<file path="config.mk">
export PLATFORM = sky130hd
export DESIGN_NAME = pcsu_core
export DESIGN_NICKNAME = d
export VERILOG_FILES = /design/src/include/pcsu_pkg.sv /design/src/hw/pcsu_stack.sv /design/src/hw/pcsu_core.sv
export SDC_FILE = /design/constraint.sdc
export NUM_CORES = 1
export LEC_CHECK = 0
export BUFFER_PORTS_ARGS = -buffer_cell sky130_fd_sc_hd__buf_2
export CAP_MARGIN = 20
export CORE_UTILIZATION = 50
export CTS_CLUSTER_DIAMETER = 30
export DETAILED_ROUTE_END_ITERATION = 16
export PLACE_DENSITY_LB_ADDON = 0.15
export SKIP_LAST_GASP = 1
export SLEW_MARGIN = 5
export SYNTH_ARGS = -nofsm -noshare
export SYNTH_HDL_FRONTEND = slang
export SYNTH_SLANG_ARGS = --single-unit
</file>
<file path="constraint.sdc">
create_clock -name clk -period 21.9 [get_ports clk]
set_clock_uncertainty 0.1 [all_clocks]
set_input_delay 4.38 -clock clk [delete_from_list [all_inputs] [get_ports clk]]
set_output_delay 4.38 -clock clk [all_outputs]
set_load 0.1 [all_outputs]
</file>
<file path="src/include/pcsu_pkg.sv">
// constants and types for the program counter and stack unit
// assumes one clock domain; all users write pcsu_pkg::name
package pcsu_pkg;

  localparam int PC_W = 15;
  localparam int PTR_W = 16;
  localparam int DATA_W = 8;
  localparam int PWORD_W = 14;
  localparam int DADDR_W = 12;
  localparam int STACK_DEPTH = 16;
  localparam int PMEM_WORDS = 16384;
  localparam int INSTR_ID_W = 6;
  localparam int CTX_STATUS_W = 5;
  localparam int BSR_W = 5;
  localparam int PCLATH_W = 7;
  localparam int BANK_W = 5;
  localparam int BANK_OFS_W = 7;

  localparam logic [PC_W-1:0] RESET_VEC = 15'h0000;
  localparam logic [PC_W-1:0] INT_VEC = 15'h0004;
  localparam logic [PC_W-1:0] PC_STEP = 15'h0001;

  // bit 7 of the pointer high byte selects program space
  localparam int PROG_SEL_BIT = 15;

  localparam logic [PTR_W-1:0] LIN_BASE = 16'h2000;
  localparam logic [PTR_W-1:0] LIN_LIMIT = 16'h29b0;
  localparam logic [PTR_W-1:0] GPR_BANK_BYTES = 16'h0050;
  localparam logic [BANK_OFS_W-1:0] GPR_OFFSET = 7'h20;

  localparam logic [INSTR_ID_W-1:0] NUM_INSTR = 6'h31;

  typedef enum logic [2:0] {
    OP_NEXT   = 3'h0,
    OP_JUMP   = 3'h1,
    OP_BRANCH = 3'h2,
    OP_CALL   = 3'h3,
    OP_RETURN = 3'h4,
    OP_RETFIE = 3'h5
  } pcsu_op_type;

  typedef enum logic [3:0] {
    ST_IDLE  = 4'h1,
    ST_DATA  = 4'h2,
    ST_PROG  = 4'h4,
    ST_PROG2 = 4'h8
  } pcsu_ind_state_type;

endpackage

</file>
<file path="src/hw/pcsu_stack.sv">
// return address stack, depth and width by parameter
// assumes push and pop never arrive in the same cycle
`timescale 1ns/1ps
module pcsu_stack #(
  parameter int DEPTH = pcsu_pkg::STACK_DEPTH,
  parameter int WIDTH = pcsu_pkg::PC_W
) (
  input wire logic clk,
  input wire logic resetn,
  input wire logic clear,
  input wire logic push,
  input wire logic pop,
  input wire logic [WIDTH-1:0] din,
  output logic [WIDTH-1:0] top,
  output logic overflow,
  output logic underflow
);

  localparam int SP_W = $clog2(DEPTH) + 1;
  localparam int IX_W = $clog2(DEPTH);
  localparam logic [SP_W-1:0] SP_FULL = SP_W'(DEPTH);
  localparam logic [SP_W-1:0] SP_ONE = SP_W'(1);

  logic [WIDTH-1:0] mem_ff [DEPTH];
  logic [SP_W-1:0] sp_ff;
  logic [SP_W-1:0] sp_m1;
  logic full;
  logic empty;

  assign full = (sp_ff == SP_FULL);
  assign empty = (sp_ff == '0);
  assign sp_m1 = sp_ff - SP_ONE;
  assign overflow = push & full;
  assign underflow = pop & empty;
  // empty pop yields zero so a return lands on the reset vector
  assign top = empty ? '0 : mem_ff[sp_m1[IX_W-1:0]];

  always_ff @(posedge clk or negedge resetn) begin
    if (!resetn) begin
      sp_ff <= '0;
    end else if (clear) begin
      sp_ff <= '0;
    end else if (push && !full) begin
      sp_ff <= sp_ff + SP_ONE;
    end else if (pop && !empty) begin
      sp_ff <= sp_m1;
    end
  end

  // a push on a full stack is dropped, the old entries survive
  always_ff @(posedge clk) begin
    if (push && !full) begin
      mem_ff[sp_ff[IX_W-1:0]] <= din;
    end
  end

endmodule

</file>
<file path="src/hw/pcsu_core.sv">
// program counter, return stack, interrupt context and pointers
// assumes all inputs come from logic on clk; memories sit outside
//
// Notes on behaviour
// - sixteen entry stack, fifteen bits each
// - overflow and underflow set sticky flags
// - stack error optionally triggers software reset
// - fifteen bit program counter, 32K word space
// - addresses wrap inside implemented program memory
// - reset starts at zero, interrupt at four
// - interrupt saves context, return from interrupt (OP_RETFIE) restores it
// - two 16-bit pointers reach data and program
// - program space indirect access takes extra cycle
// - linear view of general purpose RAM
// - exactly forty-nine valid instruction codes
// - pointer bit 15 reads program word low byte
// - indirect writes never change program memory
`timescale 1ns/1ps
module pcsu_core #(
  parameter int PMEM_WORDS = pcsu_pkg::PMEM_WORDS
) (
  input wire logic clk,
  input wire logic resetn,
  input wire logic op_valid,
  input wire pcsu_pkg::pcsu_op_type op_code,
  input wire logic [pcsu_pkg::PC_W-1:0] op_target,
  input wire logic [pcsu_pkg::INSTR_ID_W-1:0] instr_id,
  input wire logic int_req,
  input wire logic stack_reset_en,
  input wire logic clear_overflow,
  input wire logic clear_underflow,
  input wire logic [pcsu_pkg::DATA_W-1:0] ctx_w,
  input wire logic [pcsu_pkg::CTX_STATUS_W-1:0] ctx_status,
  input wire logic [pcsu_pkg::BSR_W-1:0] ctx_bsr,
  input wire logic [pcsu_pkg::PCLATH_W-1:0] ctx_pclath,
  input wire logic ptr_wr_en,
  input wire logic ptr_wr_sel,
  input wire logic [pcsu_pkg::PTR_W-1:0] ptr_wr_data,
  input wire logic ind_req,
  input wire logic ind_sel,
  input wire logic ind_write,
  input wire logic [pcsu_pkg::DATA_W-1:0] ind_wdata,
  input wire logic [pcsu_pkg::DATA_W-1:0] data_rdata,
  input wire logic [pcsu_pkg::PWORD_W-1:0] pmem_rdata,
  output logic [pcsu_pkg::PC_W-1:0] pc,
  output logic stack_overflow_flag,
  output logic stack_underflow_flag,
  output logic soft_reset,
  output logic instr_bad,
  output logic busy,
  output logic ctx_restore,
  output logic [pcsu_pkg::DATA_W-1:0] shadow_w,
  output logic [pcsu_pkg::CTX_STATUS_W-1:0] shadow_status,
  output logic [pcsu_pkg::BSR_W-1:0] shadow_bsr,
  output logic [pcsu_pkg::PCLATH_W-1:0] shadow_pclath,
  output logic [pcsu_pkg::PTR_W-1:0] indirect_pointer0,
  output logic [pcsu_pkg::PTR_W-1:0] indirect_pointer1,
  output logic [pcsu_pkg::DADDR_W-1:0] data_addr,
  output logic data_re,
  output logic data_we,
  output logic [pcsu_pkg::DATA_W-1:0] data_wdata,
  output logic [pcsu_pkg::PC_W-1:0] pmem_addr,
  output logic pmem_re,
  output logic [pcsu_pkg::DATA_W-1:0] ind_rdata,
  output logic ind_done
);

  localparam int PC_W = pcsu_pkg::PC_W;
  localparam int PTR_W = pcsu_pkg::PTR_W;
  localparam logic [PC_W-1:0] PC_MASK = PC_W'(PMEM_WORDS - 1);

  logic [PC_W-1:0] pc_ff;
  logic [PC_W-1:0] nxt_pc;
  logic [PC_W-1:0] pc_inc;
  logic ovf_flag_ff;
  logic unf_flag_ff;
  logic soft_reset_ff;
  logic instr_bad_ff;
  logic busy_ff;
  logic ctx_restore_ff;
  logic [pcsu_pkg::DATA_W-1:0] sh_w_ff;
  logic [pcsu_pkg::CTX_STATUS_W-1:0] sh_status_ff;
  logic [pcsu_pkg::BSR_W-1:0] sh_bsr_ff;
  logic [pcsu_pkg::PCLATH_W-1:0] sh_pclath_ff;
  logic [PTR_W-1:0] sh_ptr0_ff;
  logic [PTR_W-1:0] sh_ptr1_ff;
  logic [PTR_W-1:0] ptr0_ff;
  logic [PTR_W-1:0] ptr1_ff;
  logic [pcsu_pkg::DADDR_W-1:0] data_addr_ff;
  logic data_re_ff;
  logic data_we_ff;
  logic [pcsu_pkg::DATA_W-1:0] data_wdata_ff;
  logic [PC_W-1:0] pmem_addr_ff;
  logic pmem_re_ff;
  logic [pcsu_pkg::DATA_W-1:0] ind_rdata_ff;
  logic ind_done_ff;
  logic ind_rd_ff;
  pcsu_pkg::pcsu_ind_state_type state_ff;
  pcsu_pkg::pcsu_ind_state_type nxt_state;

  logic int_go;
  logic op_go;
  logic is_ret;
  logic push;
  logic pop;
  logic [PC_W-1:0] push_val;
  logic [PC_W-1:0] stk_top;
  logic stk_ovf;
  logic stk_unf;
  logic soft_go;
  logic ind_go;
  logic [PTR_W-1:0] sel_ptr;
  logic sel_prog;

  // linear window maps 80-byte bank slices onto banked GPR
  function automatic logic [pcsu_pkg::DADDR_W-1:0] map_addr(
    input logic [PTR_W-1:0] p
  );
    logic [PTR_W-1:0] off;
    logic [PTR_W-1:0] bank;
    logic [PTR_W-1:0] rem;
    off = p - pcsu_pkg::LIN_BASE;
    bank = off / pcsu_pkg::GPR_BANK_BYTES;
    rem = off - PTR_W'(bank * pcsu_pkg::GPR_BANK_BYTES);
    if (p >= pcsu_pkg::LIN_BASE && p < pcsu_pkg::LIN_LIMIT) begin
      map_addr = {bank[pcsu_pkg::BANK_W-1:0],
                  pcsu_pkg::GPR_OFFSET + rem[pcsu_pkg::BANK_OFS_W-1:0]};
    end else begin
      map_addr = p[pcsu_pkg::DADDR_W-1:0];
    end
  endfunction

  // interrupt wins over the instruction presented in the same cycle
  assign int_go = int_req && !busy_ff;
  assign op_go = op_valid && !busy_ff && !int_req;
  assign is_ret = (op_code == pcsu_pkg::OP_RETURN) ||
                  (op_code == pcsu_pkg::OP_RETFIE);
  assign pc_inc = pc_ff + pcsu_pkg::PC_STEP;
  assign push = int_go || (op_go && op_code == pcsu_pkg::OP_CALL);
  assign pop = op_go && is_ret;
  assign push_val = int_go ? pc_ff : pc_inc;
  assign soft_go = (stk_ovf || stk_unf) && stack_reset_en;
  assign ind_go = ind_req && !busy_ff;
  assign sel_ptr = ind_sel ? ptr1_ff : ptr0_ff;
  assign sel_prog = sel_ptr[pcsu_pkg::PROG_SEL_BIT];

  pcsu_stack #(
    .DEPTH(pcsu_pkg::STACK_DEPTH),
    .WIDTH(PC_W)
  ) u_stack (
    .clk(clk),
    .resetn(resetn),
    .clear(soft_go),
    .push(push),
    .pop(pop),
    .din(push_val),
    .top(stk_top),
    .overflow(stk_ovf),
    .underflow(stk_unf)
  );

  always_comb begin
    nxt_pc = pc_ff;
    if (soft_go) begin
      nxt_pc = pcsu_pkg::RESET_VEC;
    end else if (int_go) begin
      nxt_pc = pcsu_pkg::INT_VEC;
    end else if (op_go) begin
      case (op_code)
        pcsu_pkg::OP_NEXT: nxt_pc = pc_inc;
        pcsu_pkg::OP_JUMP: nxt_pc = op_target;
        pcsu_pkg::OP_BRANCH: nxt_pc = pc_inc + op_target;
        pcsu_pkg::OP_CALL: nxt_pc = op_target;
        pcsu_pkg::OP_RETURN: nxt_pc = stk_top;
        pcsu_pkg::OP_RETFIE: nxt_pc = stk_top;
        default: nxt_pc = pc_inc;
      endcase
    end
  end

  // masking keeps the stored program counter inside the fitted memory; stack entries and pointers are not masked
  always_ff @(posedge clk or negedge resetn) begin
    if (!resetn) begin
      pc_ff <= pcsu_pkg::RESET_VEC;
    end else begin
      pc_ff <= nxt_pc & PC_MASK;
    end
  end

  // a new error beats a software clear in the same cycle
  always_ff @(posedge clk or negedge resetn) begin
    if (!resetn) begin
      ovf_flag_ff <= 1'b0;
      unf_flag_ff <= 1'b0;
      soft_reset_ff <= 1'b0;
    end else begin
      if (stk_ovf) begin
        ovf_flag_ff <= 1'b1;
      end else if (clear_overflow) begin
        ovf_flag_ff <= 1'b0;
      end
      if (stk_unf) begin
        unf_flag_ff <= 1'b1;
      end else if (clear_underflow) begin
        unf_flag_ff <= 1'b0;
      end
      soft_reset_ff <= soft_go;
    end
  end

  always_ff @(posedge clk or negedge resetn) begin
    if (!resetn) begin
      instr_bad_ff <= 1'b0;
    end else begin
      instr_bad_ff <= op_go && (instr_id >= pcsu_pkg::NUM_INSTR);
    end
  end

  always_ff @(posedge clk or negedge resetn) begin
    if (!resetn) begin
      sh_w_ff <= '0;
      sh_status_ff <= '0;
      sh_bsr_ff <= '0;
      sh_pclath_ff <= '0;
      sh_ptr0_ff <= '0;
      sh_ptr1_ff <= '0;
      ctx_restore_ff <= 1'b0;
    end else begin
      if (int_go) begin
        sh_w_ff <= ctx_w;
        sh_status_ff <= ctx_status;
        sh_bsr_ff <= ctx_bsr;
        sh_pclath_ff <= ctx_pclath;
        sh_ptr0_ff <= ptr0_ff;
        sh_ptr1_ff <= ptr1_ff;
      end
      ctx_restore_ff <= op_go && op_code == pcsu_pkg::OP_RETFIE;
    end
  end

  // restore on return beats a pointer write in the same cycle
  always_ff @(posedge clk or negedge resetn) begin
    if (!resetn) begin
      ptr0_ff <= '0;
      ptr1_ff <= '0;
    end else if (soft_go) begin
      ptr0_ff <= '0;
      ptr1_ff <= '0;
    end else if (op_go && op_code == pcsu_pkg::OP_RETFIE) begin
      ptr0_ff <= sh_ptr0_ff;
      ptr1_ff <= sh_ptr1_ff;
    end else if (ptr_wr_en) begin
      if (ptr_wr_sel) begin
        ptr1_ff <= ptr_wr_data;
      end else begin
        ptr0_ff <= ptr_wr_data;
      end
    end
  end

  always_comb begin
    nxt_state = state_ff;
    case (state_ff)
      pcsu_pkg::ST_IDLE: begin
        if (ind_go) begin
          nxt_state = sel_prog ? pcsu_pkg::ST_PROG : pcsu_pkg::ST_DATA;
        end
      end
      pcsu_pkg::ST_DATA: nxt_state = pcsu_pkg::ST_IDLE;
      pcsu_pkg::ST_PROG: nxt_state = pcsu_pkg::ST_PROG2;
      pcsu_pkg::ST_PROG2: nxt_state = pcsu_pkg::ST_IDLE;
      default: nxt_state = pcsu_pkg::ST_IDLE;
    endcase
  end

  always_ff @(posedge clk or negedge resetn) begin
    if (!resetn) begin
      state_ff <= pcsu_pkg::ST_IDLE;
      busy_ff <= 1'b0;
    end else begin
      state_ff <= nxt_state;
      busy_ff <= (nxt_state != pcsu_pkg::ST_IDLE);
    end
  end

  always_ff @(posedge clk or negedge resetn) begin
    if (!resetn) begin
      data_addr_ff <= '0;
      data_re_ff <= 1'b0;
      data_we_ff <= 1'b0;
      data_wdata_ff <= '0;
      pmem_addr_ff <= '0;
      pmem_re_ff <= 1'b0;
      ind_rd_ff <= 1'b0;
    end else begin
      data_re_ff <= 1'b0;
      data_we_ff <= 1'b0;
      pmem_re_ff <= 1'b0;
      if (state_ff == pcsu_pkg::ST_IDLE && ind_go) begin
        ind_rd_ff <= !ind_write;
        if (sel_prog) begin
          pmem_addr_ff <= sel_ptr[PC_W-1:0] & PC_MASK;
          pmem_re_ff <= !ind_write;
        end else begin
          data_addr_ff <= map_addr(sel_ptr);
          data_re_ff <= !ind_write;
          data_we_ff <= ind_write;
          data_wdata_ff <= ind_wdata;
        end
      end
    end
  end

  // program words are taken one cycle after the read strobe
  always_ff @(posedge clk or negedge resetn) begin
    if (!resetn) begin
      ind_rdata_ff <= '0;
      ind_done_ff <= 1'b0;
    end else begin
      ind_done_ff <= (state_ff == pcsu_pkg::ST_DATA) ||
                     (state_ff == pcsu_pkg::ST_PROG2);
      if (state_ff == pcsu_pkg::ST_DATA && ind_rd_ff) begin
        ind_rdata_ff <= data_rdata;
      end else if (state_ff == pcsu_pkg::ST_PROG2 && ind_rd_ff) begin
        ind_rdata_ff <= pmem_rdata[pcsu_pkg::DATA_W-1:0];
      end
    end
  end

  assign pc = pc_ff;
  assign stack_overflow_flag = ovf_flag_ff;
  assign stack_underflow_flag = unf_flag_ff;
  assign soft_reset = soft_reset_ff;
  assign instr_bad = instr_bad_ff;
  assign busy = busy_ff;
  assign ctx_restore = ctx_restore_ff;
  assign shadow_w = sh_w_ff;
  assign shadow_status = sh_status_ff;
  assign shadow_bsr = sh_bsr_ff;
  assign shadow_pclath = sh_pclath_ff;
  assign indirect_pointer0 = ptr0_ff;
  assign indirect_pointer1 = ptr1_ff;
  assign data_addr = data_addr_ff;
  assign data_re = data_re_ff;
  assign data_we = data_we_ff;
  assign data_wdata = data_wdata_ff;
  assign pmem_addr = pmem_addr_ff;
  assign pmem_re = pmem_re_ff;
  assign ind_rdata = ind_rdata_ff;
  assign ind_done = ind_done_ff;

endmodule

</file>
### After elaboration in Yosys (flattened, before gate mapping)

Memory sizes are Yosys's and may differ from the RTL's.
Index checks and enable logic that the tools add are counted.

* logic and storage cells: 128
* RAM bits: 240
* register bits after elaboration: 165
* memories kept: 1
* output and inout port bits: 125

Memories
* u_stack.mem_ff: words 16, width 15, rd ports 1, clocked after Yosys merged registers in 0, wr ports 1, line pcsu_stack.sv:24 `logic [WIDTH-1:0] mem_ff [DEPTH];`

* multiplexer cells: 36
* equal/unequal tests: 12
* bitwise gates (word level): 3
* reduce and logical (&&, ||, !) cells: 38
* multiply operators: 1
* order comparisons: 3
* div/mod/pow operators: 1
* add/sub/neg operators: 7

Operator list (number)
* $mux W16: 9
* $mux W14: 4
* $pmux W14 S3: 1
* $div A16 B7 Y16 const B: 1
* $ge A16 B14 Y1 const B: 1
* $lt A16 B14 Y1 const B: 1
* $mul A16 B3 Y3 const B: 1
* $mux W8: 2
* $sub A16 B14 Y16 const B: 1
* $add A14 B1 Y15 const B: 1
* $logic_and A1 B1 Y1: 15
* $mux W15: 1
* $mux W5: 3
* $add A14 B14 Y14: 1
* $mux W1: 12
* $mux W12: 1
* $reduce_bool A3 Y1: 4
* $pmux W4 S2: 1
* $reduce_and A2 Y1: 4
* $add A6 B7 Y7 const A: 1
* $sub A7 B7 Y7: 1
* $eq A3 B2 Y1 const B: 2
* $eq A3 B3 Y1 const B: 2
* $ge A6 B6 Y1 const B: 1
* other kinds (19): 30

### Depth between registers and ports, before layout

Gate-level depths: netlist of run 1.

* word-level depth: 10
* gate-level depth with buffers: 41

### Modules after synthesis

A second synthesis of run 1 with hierarchy kept.

* cells, all modules: 1701
* area, all modules: 19915.4 sq um

By module, submodules not included
* pcsu_core: area an instance 10292.4 sq um, sequential area each 4005.1 sq um, cells an instance 1255, times used 1
* pcsu_stack: area an instance 9623.0 sq um, sequential area each 7332.0 sq um, cells an instance 446, times used 1

### Worst setup path after synthesis of run 1

OpenSTA, ideal clock, no wires.

* kind: input to register
* start point: in ind_sel
* end point: reg data_addr_ff (netlist bit data_addr[6])
* setup time: 0.128 ns
* arrival time: 12.112 ns
* slack: 9.560 ns
* required time: 21.672 ns
* cell stages on the path: 39
* path through: buf_6 buf_4 buf_2 buf_4 buf_1 mux2i_1 ha_1 buf_2 xnor2_1 o22ai_1 mux2i_1 o31ai_1 or3b_4 a21o_1 a41o_1 buf_6 xnor2_1 o21ai_1 [... 3 more ...] and4b_4 buf_6 a21oi_2 a211o_1 o31ai_4 and3_1 o21a_1 ha_1 ha_1 o21ai_0 nand2b_1 a21oi_1 xnor2_1 xnor2_2 mux2i_1 nor4_1 o2111ai_1 nor3b_2

* longest elaborated chain between the ends: 7

RTL lines
* start, declared: line pcsu_core.sv:40 `input wire logic ind_sel,`
* $mux W16 (*): line pcsu_core.sv:144 `assign sel_ptr = ind_sel ? ptr1_ff : ptr0_ff;`
* $sub A16 B14 Y16: line pcsu_core.sv:122 `off = p - pcsu_pkg::LIN_BASE;`
* $div A16 B7 Y16: line pcsu_core.sv:123 `bank = off / pcsu_pkg::GPR_BANK_BYTES;`
* $mul A16 B3 Y3: line pcsu_core.sv:124 `rem = off - PTR_W'(bank * pcsu_pkg::GPR_BANK_BYTES);`
* $sub A7 B7 Y7: line pcsu_core.sv:124
* $add A6 B7 Y7: line pcsu_core.sv:127 `pcsu_pkg::GPR_OFFSET + rem[pcsu_pkg::BANK_OFS_W-1:0]};`
* $mux W12: line pcsu_core.sv:125 `if (p >= pcsu_pkg::LIN_BASE && p < pcsu_pkg::LIN_LIMIT) begin`
* end signal, assigned: line pcsu_core.sv:305 `data_addr_ff <= map_addr(sel_ptr);`
* end, declared: line pcsu_core.sv:89 `logic [pcsu_pkg::DADDR_W-1:0] data_addr_ff;`

Mark *: on every way between the ends. The rest lies on a longest branch, timed or not.
A chain may end at the register's enable or synchronous reset.

### Final worst setup path of run 1

Same ends and word-level chain as after synthesis.

==> metrics.md, run 1 <==
| Metric | Value |
|---|---|
| Tmin final | approximately 13 ns |
| Slew Limit Fails | 0 |
| Most used cell, CP | ha_1 |
| Startpoint Class | input pin |
| Crit path kind | input pin to flop |
| Post-CTS Resized | 0 |
| Slowest CP cell | a311oi_1 |
| Post-synthesis register bit count | just under 400 |
| Initial DRC count | roughly 1.2k |
| Ys Warns | 0 |
| Final period utilization | 0.587 |
| Fmax | a little under 80 MHz |
| Wire length per cell | roughly 20 µm |
| Critical path's largest stage delay | ~0.61 ns |
| CTS tree | done |
| Rows | ~70 |
| Initial Util | 0.511 |
| Post-Synthesis Cell Area | a little under 20000 µm² |
| RSZ-0062 raised after global routing | false |
| Die footprint | roughly 39000 µm² |
| Post-Synthesis Cells | around 1.7k |
| Remaining antenna violation count | 0 |
| Post-CTS Hold Fix Bufs | 0 |
| Slack of the worst reg-to-reg path | 13.05 ns |
| Total Routing Usage GR | 0.260 |
| Crit path from | ind_sel |
| Root Buffer | clkbuf_16 |
| Layout cells sized above 1 | 0.272 |
| Setup-violating endpoint count in the final report | 0 |
| Die H | 199 µm |
| Ys async rst share | 0.424 |
| Number of flops mapped to enable cells by yosys | roughly 220 |
| Worst Max-Slew Pin Slew | slightly above 1 ns |
| Avg Inst Size Synth | around 12 µm² |
| First drt pass iteration count | 5 |
| R2r startpoint | indirect_pointer0[13] |
| Io pins | 232 |
| Hold Crit Class | flop to flop |
| TritonCTS Buffers | 81 |
| Sequential-to-total area share from yosys stat | 0.562 |
| Unique cell type count in the Yosys netlist | between 90 and 100 |
| Maximum clock insertion buffer count | 3 |
| Clk_lat worst skew | 0.60 ns |
| DR vias | 14.1k |
| Worst path required time | 22.25 ns |
| Core area | ~38000 µm² |
| Largest net degree at the start of global routing | slightly above 70 |
| RePlAce Congestion | 0.890 |
| Total setup buffers inserted after CTS | 0 |
| FF-to-FF End | data_addr[6] |
| Critical path's top delay family | compound AO/OA/AOI/OAI gates |
| Antenna violations before repair | 3 |
| # H-tree levels | 3 |
| Max_slew headroom | 0.306 |
| Data arrival time of the worst path | ~13 ns |
| CP endpoint | data_addr[6] |
| Setup TNS | 0 ns |
| Area Growth Syn to Fin | 23.2% |
| CP endpoint kind | flop |
| DRC | 0 |
| FF-to-FF path depth | 32 |
| Max Fanout on Critical Path | 46 |
| Clock transition at the registers of the reported paths | approximately 0.040 ns |
| Die Wd | about 200 µm |
| HP Start | pmem_addr[8] |
| Buffers on Ports | 222 |
| Clock sink count | about 390 |
| WP buf/inv | 3 |
| Total congestion overflow | 0 |
| Final Hold Viols | 0 |
| Status | finished clean |
| Max Cap Viol | 0 |
| Nets@finish | just over 2k |
| Final WL | ~51000 µm |
| First-pass GRT wire length | just under 80000 µm |
| Detailed Place HPWL | 33000 µm |
| Commonest register cell after synthesis | edfxtp_1 |
| Number of global-route vias before repair | around 14k |
| Vias per cell | 5.70 |
| WP depth | 34 |
-- registers in the layout (all words and copies together) (netlist names), 12 cells and up --
| signal | count |
|---|---|
| indirect_pointer1 | 16 |
| sh_ptr1_ff | 16 |
| u_stack.mem_ff | 224 |
| data_addr | 12 |
| indirect_pointer0 | 16 |
| pc | 14 |
| sh_ptr0_ff | 16 |
| pmem_addr | 14 |
-- layout by cell type (no fill, tap or decap), drive strengths merged, types with 22 or more instances in the layout --
master / instances
ha: 29
mux2i: 61
buf: 252
mux4: 56
edfxtp: 224
a21oi: 68
dfrtp: 164
nor3: 27
nand2: 307
nand3: 41
clkbuf: 92
mux2: 22
nor2: 105
inv: 52
clkinv: 27
xnor2: 42
a211oi: 29
o21ai: 72
-- cell families (layout without fill, tap and decap cells) --
kind of cell,count (synthesis),in the layout,share of synthesized area
simple gates,586,586,0.137
mux,139,139,0.112
other cells,1,3,0.000194
xor+xnor,60,60,0.0284
compound gates,313,313,0.111
fa+ha+maj,31,31,0.0203
buf+inv,137,446,0.0293
flops,389,389,0.562
-- stage by stage --
step,worst slack (ns),cell area [µm²],hold slack [ns],cells,util
final,9.04,23800,0.365,2478,0.629
after detailed placement,8.66,21000,0.358,2321,0.554
after global placement,8.77,21000,0.354,2320,0.554
after global routing,8.40,23800,0.389,2478,0.629
after floorplan,9.56,19300,0.347,1657,-
after CTS,9.24,23800,0.369,2473,0.628
-- routing by layer --
layer  up-vias  wire, µm  track usage
met5         -        27            0
met4         4       775       0.0809
met3        61      3450       0.0485
met2       515     23200        0.391
met1      6930     23100        0.383
li1       6609         -            -
-- area by class of cell --
class	instances	area, µm²
inverters	42	158
fillers	3033	14000
diodes	1	2.50
multi-input cells	1131	8020
well taps	511	639
flip-flops and latches	389	10900
clock inverters	60	606
repair buffers	252	1350
clock buffers	92	2180
-- cell usage after synthesis (all sizes together) (4+ instances only) --
library cell / n / area, µm²
mux2: 22 / 248
o21a: 6 / 45.0
a21o: 18 / 135
o211ai: 18 / 150
mux4: 56 / 1260
a32oi: 5 / 43.8
nor2: 105 / 397
and2: 7 / 43.8
o21bai: 6 / 45.0
nor4: 7 / 50.1
a311oi: 19 / 166
dfrtp: 164 / 4100
nand4: 10 / 62.6
a211o: 5 / 43.8
inv: 42 / 158
edfxtp: 224 / 6730
xor2: 18 / 165
nand2b: 15 / 93.8
nand3: 41 / 223
nor3b: 7 / 57.6
a211oi: 29 / 218
and3: 15 / 93.8
nand2: 307 / 1150
clkbuf: 71 / 267
nor2b: 19 / 119
o211a: 4 / 40.0
a22o: 5 / 43.8
a221oi: 6 / 52.6
buf: 24 / 143
a21oi: 68 / 348
nor3: 27 / 145
a31oi: 7 / 43.8
o31ai: 9 / 81.3
ha: 29 / 363
xnor2: 42 / 383
mux2i: 61 / 647
o21ai: 72 / 360
or2: 7 / 46.3
o22ai: 8 / 50.1
or4: 5 / 45.0
-- tightest hold or removal path, cell delays in order, from the launching register on --
cell and delay (ns):
dfrtp_1 0.33, nand2_1 0.04, o21ai_0 0.05
-- worst min-delay path by stage --
stage	endpoint	slack [ns]	cells past startpoint
CTS	data_wdata[1]	0.37	2
global placement	shadow_bsr[4]	0.35	2
detailed placement	data_wdata[1]	0.36	2
global route	pmem_addr[13]	0.39	2
floorplan	sh_ptr1_ff[12]	0.35	2
finish	pmem_addr[8]	0.36	2
Power of run 1 is not shown: default switching activity piles up to over one toggle a cycle in this logic, so the estimate is an artifact.
==> inputs of run 2 (changes only) <==
--- a/config.mk
+++ b/config.mk
@@ -5,6 +5,7 @@
 export SDC_FILE = /design/constraint.sdc
 export NUM_CORES = 1
 export LEC_CHECK = 0
+export ABC_AREA = 1
 export BUFFER_PORTS_ARGS = -buffer_cell sky130_fd_sc_hd__buf_2
 export CAP_MARGIN = 20
 export CORE_UTILIZATION = 50
==> constraint.sdc (replaced) <==
create_clock -name clk -period 11 [get_ports clk]
set_clock_uncertainty 0.1 [all_clocks]
set_input_delay 2.2 -clock clk [delete_from_list [all_inputs] [get_ports clk]]
set_output_delay 2.2 -clock clk [all_outputs]
set_load 0.1 [all_outputs]
==> run 2 against run 1 <==
Register-to-register slack worse by 9.6 ns. Cell count up 17%. Die area down 2.3%. Core utilization up 1.3 points. Sequential share of layout area up 0.29 points. Hold slack worse by 0.0029 ns. Wire length up 2.7%. Via count up 11%. Design area down 0.63%. Critical path type unchanged. Critical endpoint unchanged.
==> metrics.md, run 2 <==
| Metric | Value |
|---|---|
| Max_slew headroom | 0.239 (was 0.306) |
| Post-Synthesis Cells | 2048 (was 1656) |
| Number of flops mapped to enable cells by yosys | 224 (unchanged) |
| Slack of the worst reg-to-reg path | 3.46 ns (was 13.05 ns) |
| Sequential-to-total area share from yosys stat | 0.575 (was 0.562) |
| Final WL | 51900 µm (was 50500 µm) |
| Ys async rst share | 0.424 (unchanged) |
| RePlAce Congestion | 0.928 (was 0.890) |
| Most common cell after layout, fill and taps aside | nand2_1 (unchanged) |
| Endpoint, Worst Hold | data_wdata[5] (was pmem_addr[8]) |
| DRC | 0 (unchanged) |
| WP buf/inv | 4 (was 3) |
| CP endpoint kind | flop (unchanged) |
| DR vias | 15.7k (was 14.1k) |
| Number of flip-flops in the largest register | 224 (unchanged) |
| Final Hold Viols | 0 (unchanged) |
| Layout cells sized above 1 | 0.208 (was 0.272) |
| Commonest register cell after synthesis | edfxtp_1 (unchanged) |
| Fillers | 2937 (was 3033) |
| Critical path's largest stage delay | 0.46 ns (was 0.61 ns) |
| First-pass GRT wire length | 81300 µm (was 78300 µm) |
| Vias per cell | 5.45 (was 5.70) |
| Ys Warns | 0 (unchanged) |
| Max Fanout on Critical Path | 25 (was 46) |
| Top cell type by total area after synthesis | edfxtp_1 (unchanged) |
| WHS Path Cells | 2 (unchanged) |
| # H-tree levels | 3 (unchanged) |
| CTS tree | done (unchanged) |
| Wire length per cell | 18.0 µm (was 20.4 µm) |
| Root Buffer | clkbuf_16 (unchanged) |
| Data arrival time of the worst path | 9.59 ns (was 13.21 ns) |
| Final period utilization | 0.838 |
| Initial Util | 0.512 (was 0.511) |
| Total Routing Usage GR | 0.272 (was 0.260) |
| Worst slack, placed | 1.16 ns (was 8.66 ns) |
| Largest net degree at the start of global routing | 92 (was 71) |
| Remaining antenna violation count | 0 (unchanged) |
| Commonest non-fill, non-tap cells in the layout | 522 x nand2_1, 224 x edfxtp_1, 221 x buf_2, 206 x inv_1 (was 307 x nand2_1, 224 x edfxtp_1, 221 x buf_2, 163 x dfrtp_1, 102 x nor2_1) |
| Worst path required time | 11.37 ns (was 22.25 ns) |
| Rows | 70 (was 71) |
| Tmin final | slightly above 9 ns |
| R2r startpoint | indirect_pointer0[2] (was indirect_pointer0[13]) |
| Total setup buffers inserted after CTS | 0 (unchanged) |
| Area of placed instances | 20600 µm² (was 21000 µm²) |
| Buffers on Ports | 222 (unchanged) |
| Setup TNS | 0 ns (unchanged) |
| Design area | 23700 µm² (was 23800 µm²) |
| Synth top cells by count | 522 x nand2_1, 224 x edfxtp_1, 207 x inv_1 (was 307 x nand2_1, 224 x edfxtp_1, 164 x dfrtp_1) |
| Die H | 196 µm (was 199 µm) |
| Hold Crit Class | flop to flop (unchanged) |
| RSZ-0062 raised after global routing | false (unchanged) |
| Total congestion overflow | 0 (unchanged) |
| Post-synthesis register bit count | 389 (unchanged) |
| Max Cap Viol | 0 (unchanged) |
| Most frequent cell after synthesis | nand2_1 (unchanged) |
| Critical path's top delay family | simple AND/OR/NAND/NOR gates (was compound AO/OA/AOI/OAI gates) |
| Slowest CP cell | buf_2 (was a311oi_1) |
| Post-CTS Resized | 0 (unchanged) |
| Core area | 36900 µm² (was 37800 µm²) |
| Fmax | roughly 110 MHz |
| Clock sink count | 389 (unchanged) |
| Top cells by area, synth | edfxtp_1 36%, dfrtp_1 22%, nand2_1 10%, a21oi_1 4.3%, inv_1 4.1% (was edfxtp_1 35%, dfrtp_1 21%, mux4_2 6.5%, nand2_1 6.0%, mux2i_1 2.9%) |
| Initial DRC count | 1409 (was 1154) |
| Non-Filler Instances | 2887 (was 2478) |
| FF-to-FF End | data_addr[6] (unchanged) |
| Crit path kind | input pin to flop (unchanged) |
| HP Start | data_wdata[5] (was pmem_addr[8]) |
| Status | finished clean (unchanged) |
| Final worst slack | 1.78 ns (was 9.04 ns) |
| TritonCTS Buffers | 85 (was 81) |
| Number of global-route vias before repair | 15.2k (was 13.7k) |
| Die Wd | 196 µm (was 199 µm) |
| Post-Synthesis Cell Area | 18900 µm² (was 19300 µm²) |
| Maximum clock insertion buffer count | 3 (unchanged) |
| Worst Max-Slew Pin Slew | 1.14 ns (was 1.01 ns) |
| Post-CTS Hold Fix Bufs | 0 (unchanged) |
| Unique cell type count in the Yosys netlist | 59 (was 94) |
| Clock transition at the registers of the reported paths | 0.04 ns (about the same) |
| Top-area cell type share of the netlist area | 0.356 (was 0.348) |
| Detailed Place HPWL | 33400 µm (was 33000 µm) |
| Area Growth Syn to Fin | 25.3% (was 23.2%) |
| Antenna violations before repair | 4 (was 3) |
| Dpl cells | 2723 (was 2321) |
| Clk_lat worst skew | 0.60 ns (about the same) |
| Nets@finish | 2444 (was 2034) |
| Io pins | 232 (unchanged) |
| Startpoint Class | input pin (unchanged) |
| FF-to-FF path depth | 57 (was 32) |
| Die footprint | 38600 µm² (was 39400 µm²) |
| First drt pass iteration count | 5 (unchanged) |
| Avg Inst Size Synth | 9.22 µm² (was 11.7 µm²) |
| Setup-violating endpoint count in the final report | 0 (unchanged) |
| Slew Limit Fails | 0 (unchanged) |
## run 2: stage by stage
step	hold WS, ns	utilization
2_1_floorplan	0.353	-
3_3_place_gp	0.349	0.559
3_5_place_dp	0.354	0.559
4_1_cts	0.366	0.642
5_1_grt	0.376	0.642
6_report	0.362	0.642
## run 2: cell type report
cell class	count	area (µm²)	share of cell area
inverters	219	826	0.0349
flip-flops and latches	389	10900	0.459
clock inverters	51	599	0.0253
multi-input cells	1346	6860	0.290
well taps	504	631	0.0266
diodes	3	7.51	0.000317
repair buffers	266	1450	0.0612
clock buffers	109	2440	0.103
## run 2: worst max path at each step
stage / from / end / slack [ns] / depth (start not counted)
after global placement: ind_sel / data_addr[6] / 1.29 / 54
final: ind_sel / data_addr[6] / 1.78 / 56
after CTS: ind_sel / data_addr[6] / 1.75 / 56
after detailed placement: ind_sel / data_addr[6] / 1.16 / 56
after floorplan: ind_sel / data_addr[6] / 2.60 / 55
after global routing: ind_sel / data_addr[6] / 0.81 / 56
## run 2: logic make-up after synthesis
kind of cell,share of synthesized area
multiplexers,0.000530
adder cells (fa/ha/maj),0.0203
buffers and inverters,0.0647
XOR/XNOR,0.0111
AO/OA/AOI/OAI,0.135
AND/OR/NAND/NOR,0.194
other,0.000199
flip-flops,0.575
## run 2: worst reg2reg max path: cells and delay by family (launching register included)
kind,cells,cell delay (ns)
simple gates,45,4.62
flops,1,0.37
compound gates,3,0.73
xor+xnor,2,0.34
fa+ha+maj,3,0.87
buf+inv,4,0.41
## run 2: per-layer routing
metal | share of wire | GRT usage | vias up
met5 | 0.00019 | 0 | -
met4 | 0.035 | 0.113 | 2
met3 | 0.078 | 0.0650 | 112
met2 | 0.46 | 0.427 | 589
met1 | 0.43 | 0.363 | 7521
li1 | - | - | 7496
Power of run 2 is left out for the same reason.
